==> config.mk <==
export PLATFORM = sky130hd
export DESIGN_NAME = ext_irq_sources
export DESIGN_NICKNAME = d
export VERILOG_FILES = /design/src/verilog/ext_irq_pkg.sv /design/src/verilog/ext_irq_channel.sv /design/src/verilog/ext_irq_sources.sv
export SDC_FILE = /design/constraint.sdc
export NUM_CORES = 1
export LEC_CHECK = 0
export BUFFER_PORTS_ARGS = -buffer_cell sky130_fd_sc_hd__buf_4
export CAP_MARGIN = 10
export CORE_MARGIN = 8
export CORE_UTILIZATION = 43
export CTS_CLUSTER_DIAMETER = 80
export DETAILED_ROUTE_END_ITERATION = 16
export PLACE_DENSITY_LB_ADDON = 0.25
export SETUP_SLACK_MARGIN = 0.2
export SLEW_MARGIN = 20
export SYNTH_ARGS = -nofsm -noshare
export SYNTH_HDL_FRONTEND = slang
export SYNTH_HIERARCHICAL = 1
export SYNTH_SLANG_ARGS = --single-unit
==> constraint.sdc <==
create_clock -name clk -period 1.6 [get_ports clk]
set_clock_uncertainty 0.2 [all_clocks]
set_input_delay 0.16 -clock clk [delete_from_list [all_inputs] [get_ports clk]]
set_output_delay 0.16 -clock clk [all_outputs]
set_load 0.005 [all_outputs]
==> src/verilog/ext_irq_pkg.sv <==
/*
 Constants for the two external pin interrupt sources: the pin configuration
 register, its field positions and reset value, and the pending flag positions
 in the timer control register.
 Assumes an SFR-style register port with an 8-bit address and 8-bit data.
*/
package ext_irq_pkg;
   localparam logic [7:0] pin_config_addr = 8'he4;
   localparam logic [7:0] pin_config_reset = 8'h01;
   localparam int b_polarity_bit = 7;
   localparam int b_select_lsb = 4;
   localparam int a_polarity_bit = 3;
   localparam int a_select_lsb = 0;
   localparam int select_width = 3;
   localparam int a_trigger_bit = 0;
   localparam int a_pending_bit = 1;
   localparam int b_trigger_bit = 2;
   localparam int b_pending_bit = 3;
   localparam logic trigger_level = 1'b0;
   localparam logic trigger_edge = 1'b1;
endpackage

==> src/verilog/ext_irq_channel.sv <==
/*
 One external interrupt channel: pin select, two-flop synchroniser, polarity
 and edge or level detection, and the pending flag.
 Assumes port pins synchronous or slow; the pin is only read, never driven.
*/
`timescale 1ns/1ps
module ext_irq_channel #(
   parameter int pins = 8
) (
   input wire logic clk,
   input wire logic rst_b,
   input wire logic [pins-1:0] port_pins,
   input wire logic [2:0] pin_select,
   input wire logic polarity,
   input wire logic trigger_type,
   input wire logic vector_ack,
   input wire logic flag_write,
   input wire logic flag_value,
   output logic pending
);
   typedef struct packed {
      logic sync1;
      logic sync2;
      logic prev;
      logic flag;
   } chan_state_t;

   chan_state_t s_q;
   chan_state_t s_d;
   logic active_now;
   logic active_prev;
   logic rise;

   always_comb
   begin
      s_d = s_q;
      s_d.sync1 = port_pins[pin_select];
      s_d.sync2 = s_q.sync1;
      s_d.prev = s_q.sync2;
      active_now = s_q.sync2 ~^ polarity;
      active_prev = s_q.prev ~^ polarity;
      rise = active_now && !active_prev;
      if (trigger_type == ext_irq_pkg::trigger_edge)
      begin
         if (rise)
            s_d.flag = 1'b1;
         else if (vector_ack || flag_write)
            s_d.flag = vector_ack ? 1'b0 : flag_value;
      end
      else
         s_d.flag = active_now;
   end

   always_ff @(posedge clk or negedge rst_b)
   begin
      // Sample flops start at the idle-high pin level, so no false request follows reset
      if (!rst_b)
         s_q <= '{sync1: 1'b1, sync2: 1'b1, prev: 1'b1, flag: 1'b0};
      else
         s_q <= s_d;
   end

   assign pending = s_q.flag;

   a_level_tracks: assert property (@(posedge clk) disable iff (!rst_b)
      (trigger_type == ext_irq_pkg::trigger_level && $stable(trigger_type))
      |=> pending == (s_q.prev ~^ $past(polarity)))
      else $error("level pending does not track input");
   a_edge_sets: assert property (@(posedge clk) disable iff (!rst_b)
      (trigger_type && $stable(trigger_type) && $stable(polarity) && rise)
      |=> pending)
      else $error("edge did not set pending");
   a_vector_clears: assert property (@(posedge clk) disable iff (!rst_b)
      (trigger_type && $stable(trigger_type) && vector_ack && !rise) |=> !pending)
      else $error("vectoring did not clear pending");
endmodule

==> src/verilog/ext_irq_sources.sv <==
/*
 Two external pin interrupt sources with their pin configuration register and
 the trigger-type and pending bits of the timer control register.
 Assumes a single-cycle SFR port; the core pulses vector acknowledges.
*/
`timescale 1ns/1ps
module ext_irq_sources #(
   parameter int pins = 8
) (
   input wire logic clk,
   input wire logic rst_b,
   input wire logic [pins-1:0] port_pins,
   input wire logic [7:0] sfr_addr,
   input wire logic [7:0] sfr_wdata,
   input wire logic sfr_write,
   input wire logic sfr_read,
   input wire logic timer_control_register_write,
   input wire logic [3:0] timer_control_register_wdata,
   input wire logic vector_a,
   input wire logic vector_b,
   output logic [7:0] sfr_rdata,
   output logic [3:0] timer_control_register_rdata,
   output logic irq_a_pending,
   output logic irq_b_pending
);
   typedef struct packed {
      logic [7:0] cfg;
      logic irq_a_trigger_type;
      logic irq_b_trigger_type;
      logic [7:0] rdata;
      logic [3:0] timer_control_register;
      logic a_pend;
      logic b_pend;
   } top_state_t;

   top_state_t s_q;
   top_state_t s_d;
   logic a_pend_w;
   logic b_pend_w;
   logic cfg_hit;

   // Pin select field of one channel within the configuration byte
   function automatic logic [2:0] select_field(input logic [7:0] cfg, input int lsb);
      select_field = cfg[lsb +: 3];
   endfunction

   // Polarity bit of one channel within the configuration byte
   function automatic logic polarity_field(input logic [7:0] cfg, input int pos);
      polarity_field = cfg[pos];
   endfunction

   // Channel a: pin select in the low nibble of the configuration byte
   ext_irq_channel #(.pins(pins)) u_chan_a (
      .clk(clk),
      .rst_b(rst_b),
      .port_pins(port_pins),
      .pin_select(select_field(s_q.cfg, ext_irq_pkg::a_select_lsb)),
      .polarity(polarity_field(s_q.cfg, ext_irq_pkg::a_polarity_bit)),
      .trigger_type(s_q.irq_a_trigger_type),
      .vector_ack(vector_a),
      .flag_write(timer_control_register_write),
      .flag_value(timer_control_register_wdata[ext_irq_pkg::a_pending_bit]),
      .pending(a_pend_w)
   );

   // Channel b: pin select in the high nibble of the configuration byte
   ext_irq_channel #(.pins(pins)) u_chan_b (
      .clk(clk),
      .rst_b(rst_b),
      .port_pins(port_pins),
      .pin_select(select_field(s_q.cfg, ext_irq_pkg::b_select_lsb)),
      .polarity(polarity_field(s_q.cfg, ext_irq_pkg::b_polarity_bit)),
      .trigger_type(s_q.irq_b_trigger_type),
      .vector_ack(vector_b),
      .flag_write(timer_control_register_write),
      .flag_value(timer_control_register_wdata[ext_irq_pkg::b_pending_bit]),
      .pending(b_pend_w)
   );

   always_comb
   begin
      s_d = s_q;
      cfg_hit = (sfr_addr == ext_irq_pkg::pin_config_addr);
      if (sfr_write && cfg_hit)
         s_d.cfg = sfr_wdata;
      if (timer_control_register_write)
      begin
         s_d.irq_a_trigger_type = timer_control_register_wdata[ext_irq_pkg::a_trigger_bit];
         s_d.irq_b_trigger_type = timer_control_register_wdata[ext_irq_pkg::b_trigger_bit];
      end
      if (sfr_read)
         s_d.rdata = cfg_hit ? s_q.cfg : 8'h00;
      s_d.timer_control_register = {b_pend_w, s_q.irq_b_trigger_type, a_pend_w, s_q.irq_a_trigger_type};
      s_d.a_pend = a_pend_w;
      s_d.b_pend = b_pend_w;
   end

   always_ff @(posedge clk or negedge rst_b)
   begin
      if (!rst_b)
      begin
         s_q <= '0;
         s_q.cfg <= ext_irq_pkg::pin_config_reset;
      end
      else
         s_q <= s_d;
   end

   assign sfr_rdata = s_q.rdata;
   assign timer_control_register_rdata = s_q.timer_control_register;
   assign irq_a_pending = s_q.a_pend;
   assign irq_b_pending = s_q.b_pend;


   // A decoded write lands in the configuration byte one cycle later
   a_cfg_write: assert property (@(posedge clk) disable iff (!rst_b)
      (sfr_write && sfr_addr == ext_irq_pkg::pin_config_addr) |=> s_q.cfg == $past(sfr_wdata))
      else $error("config write not stored");

   // Without a decoded write the configuration byte keeps its value
   a_cfg_holds: assert property (@(posedge clk) disable iff (!rst_b)
      !(sfr_write && sfr_addr == ext_irq_pkg::pin_config_addr) |=> $stable(s_q.cfg))
      else $error("config changed without a write");

   // A decoded read returns the configuration byte
   a_cfg_read: assert property (@(posedge clk) disable iff (!rst_b)
      (sfr_read && sfr_addr == ext_irq_pkg::pin_config_addr) |=> sfr_rdata == $past(s_q.cfg))
      else $error("config read data wrong");

   // Read data stands until the next read strobe
   a_rdata_holds: assert property (@(posedge clk) disable iff (!rst_b)
      !sfr_read |=> $stable(sfr_rdata))
      else $error("read data changed without a read");

   // Pending flags sit at control bits 1 and 3
   a_timer_control_register_map: assert property (@(posedge clk) disable iff (!rst_b)
      timer_control_register_rdata[ext_irq_pkg::a_pending_bit] == irq_a_pending &&
      timer_control_register_rdata[ext_irq_pkg::b_pending_bit] == irq_b_pending)
      else $error("pending bits misplaced in control register");

   // Trigger-type bits sit at control bits 0 and 2
   a_trig_bits_map: assert property (@(posedge clk) disable iff (!rst_b)
      1'b1 |=> timer_control_register_rdata[ext_irq_pkg::a_trigger_bit] == $past(s_q.irq_a_trigger_type) &&
      timer_control_register_rdata[ext_irq_pkg::b_trigger_bit] == $past(s_q.irq_b_trigger_type))
      else $error("trigger bits misplaced in control register");

   // Control write stores the trigger type of channel b
   a_trig_write: assert property (@(posedge clk) disable iff (!rst_b)
      timer_control_register_write |=> s_q.irq_b_trigger_type == $past(timer_control_register_wdata[ext_irq_pkg::b_trigger_bit]))
      else $error("trigger type not stored");

   // Control write stores the trigger type of channel a
   a_trig_write_a: assert property (@(posedge clk) disable iff (!rst_b)
      timer_control_register_write |=> s_q.irq_a_trigger_type == $past(timer_control_register_wdata[ext_irq_pkg::a_trigger_bit]))
      else $error("trigger type a not stored");

   // Trigger types change only on a control write
   a_trig_holds: assert property (@(posedge clk) disable iff (!rst_b)
      !timer_control_register_write |=> $stable(s_q.irq_a_trigger_type) && $stable(s_q.irq_b_trigger_type))
      else $error("trigger type changed without a write");

   // Reads of other addresses return zero
   a_unmapped_zero: assert property (@(posedge clk) disable iff (!rst_b)
      (sfr_read && sfr_addr != ext_irq_pkg::pin_config_addr) |=> sfr_rdata == 8'h00)
      else $error("unmapped read not zero");

   // Pending outputs are the channel flags, one cycle later
   a_pend_follows: assert property (@(posedge clk) disable iff (!rst_b)
      1'b1 |=> irq_a_pending == $past(a_pend_w))
      else $error("pending output not registered from channel");

   a_b_pend_follows: assert property (@(posedge clk) disable iff (!rst_b)
      1'b1 |=> irq_b_pending == $past(b_pend_w))
      else $error("pending output b not registered from channel");
endmodule

* Yosys cells after proc, flatten, opt, wreduce, memory -nomap -nowiden
Index checks and enable logic that the tools add are counted.
** Operators by class
- Reductions and logical operators :: 7
- $lt $le $gt $ge :: 2
- Equality and inequality tests :: 3
- Muxes and demuxes :: 13
- Bitwise operators :: 4
** Operators by type and width (count)
- 2-to-1 mux 1 bit :: 10
- == test 8 bit (second input constant) :: 1
- < comparator 3 x 4 -> 1 bit (second input constant) :: 2
- 2-to-1 mux 8 bit :: 1
- binary-select mux 1 bit (select 3 bit) :: 2
- != test 3 x 1 -> 1 bit (second input constant) :: 2
- XNOR 1 bit :: 4
- logical AND 1 bit :: 3
- logical NOT 1 bit :: 2
- logical OR 1 bit :: 2
** Storage, ports and cells
- Input bits :: 35
- Flip-flop bits (word level) :: 32
- Word-level logic and storage cells :: 44

* Depth between registers and ports, before layout
- Word-level depth :: 5
- Gate-level depth with buffers :: 4

* Cells and area by module
Netlist, hierarchy kept.
** Modules (own cells, without submodules)
- ext_irq_sources :: instances 1, cells each 75, seq. area each 551.8 um^2, area each 935.9 um^2
- ext_irq_channel :: instances 2, cells each 14, seq. area each 103.8 um^2, area each 207.7 um^2

* Least setup slack after synthesis
Ideal clock, no wire load.
- Kind :: register to register
- Start :: register s_q[16] (netlist name)
- End :: register u_chan_a.s_q (netlist bit u_chan_a/s_d[2])
- Path slack :: -0.002 ns
- Clock period less this slack :: 1.602 ns
- Cell stages (with the launch flop) :: 3
- Library setup time :: 0.082 ns
- Data arrival time :: 1.320 ns
- Buffers on the path :: 0
- Data required time :: 1.318 ns
- Path through :: dfstp_2 mux4_1 mux2_2
** RTL lines
- start, declared :: line ext_irq_sources.sv:36 : top_state_t s_q;
- end signal, assigned :: line ext_irq_channel.sv:58 : s_q <= '{sync1: 1'b1, sync2: 1'b1, prev: 1'b1, flag: 1'b0};
- end, declared :: line ext_irq_channel.sv:28 : chan_state_t s_q;

==> results_dict.tcl <==
set metrics [dict create \
    fin_area_mm2 0.00188 \
    crit_required_ns 1.64 \
    whs_ns 0.0268 \
    max-slew-margin-rel 0.743 \
    syn2layout_area_growth_pct 39.4 \
    place_congestion 0.804 \
    hold_class "in -> reg" \
    r2r-start "s_q[16]" \
    layout.nets 196 \
    vias 943 \
    ios 49 \
    max_stage_delay_ns 0.58 \
    slowest_stage "dfstp_2" \
    num_antenna_cells 0 \
    yosys.area.top_type_share 0.426 \
    ant_nets 0 \
    critPathMaxFanout 4 \
    first_iter_violations 71 \
    yosysSeqAreaShare 0.562 \
    grt_start_max_net_pins 31 \
    core_area_mm2 0.00303 \
    endpoint_kind "flip-flop" \
    cts_buffers 5 \
    period_minus_slack_ns 1.62 \
    grt_overflow 0 \
    cts-root-buf "clkbuf_4" \
    die_h_um 72.1 \
    initial_core_util 0.446 \
    synth.distinct_cells 18 \
    max_clock_freq_ghz 0.618 \
    wl_per_cell_um 14.4 \
    die_x_um 72.1 \
    min-delay-start "timer_control_register_wdata[1]" \
    clkLatencyLatePin_ns 0.32 \
    cp_num_buf_inv 0 \
    vias_per_cell 4.58 \
    status "finished, violations left" \
    ys.warnings.count 6 \
    synth_seq_cells 30 \
    critPathTopFamily "multiplexers" \
    clk_pin_slew_ns 0.09 \
    synth_edf_count 0 \
    worst_ep_arrival_time_ns 1.66 \
    dpl.cell_count 181 \
    crit_chain "mux4_2 > mux2_2" \
    maxCapViolCount 0 \
    rows 20 \
    synth_area_leaders "dfrtp_1 43%, dfstp_2 14%, mux2_2 10%, mux4_1 7.8%, buf_4 6.7%" \
    clk_path_buf_depth 2 \
    crit_path_start_kind "flip-flop" \
    leakage_nw 0.875 \
    port_buffers 48 \
    cts_tree "done" \
    htree_levels 2 \
    synthTopCellsByCount "23 x dfrtp_1, 12 x buf_4, 12 x mux2_2" \
    avgSynthCellArea_um2 13.1 \
    antenna_found_initial 0 \
    tightest_slew_ns 0.380 \
    cp-startpoint "s_q[16]" \
    place_area_mm2 0.00165 \
    drive_above_1_share 0.506 \
    powerDensity_mw_per_mm2 824 \
    final.setup.tns_ns -0.0185 \
    finalCritPeriodShare 1.01 \
    synth_nets 138 \
    grt_pass1_vias 1001 \
    synth_top_cell_by_area "dfrtp_1" \
    fin_ws_ns -0.0185 \
    yosysMostFrequentCell "dfrtp_1" \
    drt_wl_total_um 2970 \
    drv_slew 0 \
    rsz0062_at_grt "yes" \
    finalNonFillerCells 206 \
    setup_viol 1 \
    ir_drop_v 0.000545 \
    grt_first_pass_wirelength_um 4790 \
    worstSetupPathType "reg -> reg" \
    syn-cell-area_mm2 0.00135 \
    grt_usage 0.122 \
    synth-main-ff-cell "dfrtp_1" \
    violations "negative setup slack" \
    die_area_mm2 0.00519 \
    firstDrtPassIters 4 \
    clock_sinks 30 \
    async_reset_ff_frac 1.00 \
    hold_viol 0 \
    syn_inst 103 \
    route.detailed.drc 0 \
]
==> cell usage in the layout (no fill, tap or decap) <==
master,Yosys,final
o22ai_1,8,8
clkbuf_8,0,1
mux4_2,0,4
nand3_1,3,3
nand4_4,1,1
buf_4,12,50
and2b_1,1,1
nor4b_4,1,1
nand2_1,10,10
dfstp_2,7,7
clkbuf_4,0,5
nor2_1,2,2
mux2i_1,2,2
mux2_2,12,11
dlygate4sd3_1,0,15
dfrtp_1,23,23
o311ai_0,2,2
inv_1,10,10
mux2_4,0,1
clkinv_2,0,1
clkbuf_1,2,1
and2_1,1,1
o21ai_0,2,2
==> cell type report <==
class | count | area, µm²
multi-input combinational | 49 | 445
timing repair buffer | 65 | 526
sequential | 30 | 759
clock inverter | 1 | 5.00
clock buffer | 7 | 55.1
tap | 44 | 55.1
fill | 250 | 1140
inverter | 10 | 37.5
==> logic make-up after synthesis <==
| logic type | count (synthesis) | share of synthesized area |
|---|---|---|
| AND/OR/NAND/NOR | 19 | 0.0880 |
| multiplexers | 18 | 0.193 |
| buffers and inverters | 24 | 0.100 |
| AO/OA/AOI/OAI | 12 | 0.0574 |
| flip-flops | 30 | 0.562 |
==> power breakdown <==
group | leakage [nW] | switching (mW) | internal, mW
clock | 0.0353 | 0.246 | 0.213
combinational | 0.464 | 0.0796 | 0.153
sequential | 0.376 | 0.0351 | 0.825
total | 0.875 | 0.361 | 1.19
==> stage by stage <==
step                      power (mW)  worst slack (ns)   util
after global routing            1.64           -0.0616  0.622
after global placement          1.07            0.0214  0.546
after detailed placement        1.07           -0.0109  0.546
after CTS                       1.57           -0.0239  0.619
final                           1.55           -0.0185  0.622
after floorplan                0.956            0.0316      -
==> final timing paths <==
kind | to | slack, ns | cells past startpoint
worst max-delay path | u_chan_a/s_d[2] | -0.02 | 2
max in group asynchronous | u_chan_a/s_d[2] | 0.78 | 2
worst max register to register | u_chan_a/s_d[2] | -0.02 | 2
worst min register to register | u_chan_a/s_d[1] | 0.15 | 0
worst min-delay path | u_chan_a/pending | 0.03 | 3
min in group asynchronous | s_d[4] | 0.10 | 2
==> worst register-to-register path, cell delays in order, from the launching register on <==
cell and delay (ns):
dfstp_2 0.58, mux4_2 0.50, mux2_2 0.27
==> state kept, by name, indices dropped and copies added (netlist names) <==
name,count
timer_control_register_rdata,3
s_d,2
u_chan_a/s_d,2
sfr_rdata,8
u_chan_a/pending,1
irq_b_pending,1
u_chan_b/s_d,2
u_chan_b/s_q,1
s_q,8
u_chan_a/s_q,1
u_chan_b/pending,1
==> per-layer routing <==
| metal | GRT usage | up-vias | part of all wire | wire [µm] |
|---|---|---|---|---|
| met3 | 0.0689 | 2 | 0.089 | 264 |
| met5 | 0 | - | 0 | 0 |
| li1 | - | 465 | - | - |
| met1 | 0.127 | 445 | 0.36 | 1070 |
| met2 | 0.200 | 31 | 0.54 | 1610 |
| met4 | 0.0499 | 0 | 0.0074 | 22 |
==> repair_timing <==
item,in CTS,in global routing
pin swaps,0,0
resized for setup,1,0
cloned,0,0
setup endpoints to repair,2,2
buffers inserted,1,1
hold buffers,15,0
endpoints found under the hold margin,50,0
Note: power is estimated with default switching activity, not from simulation.
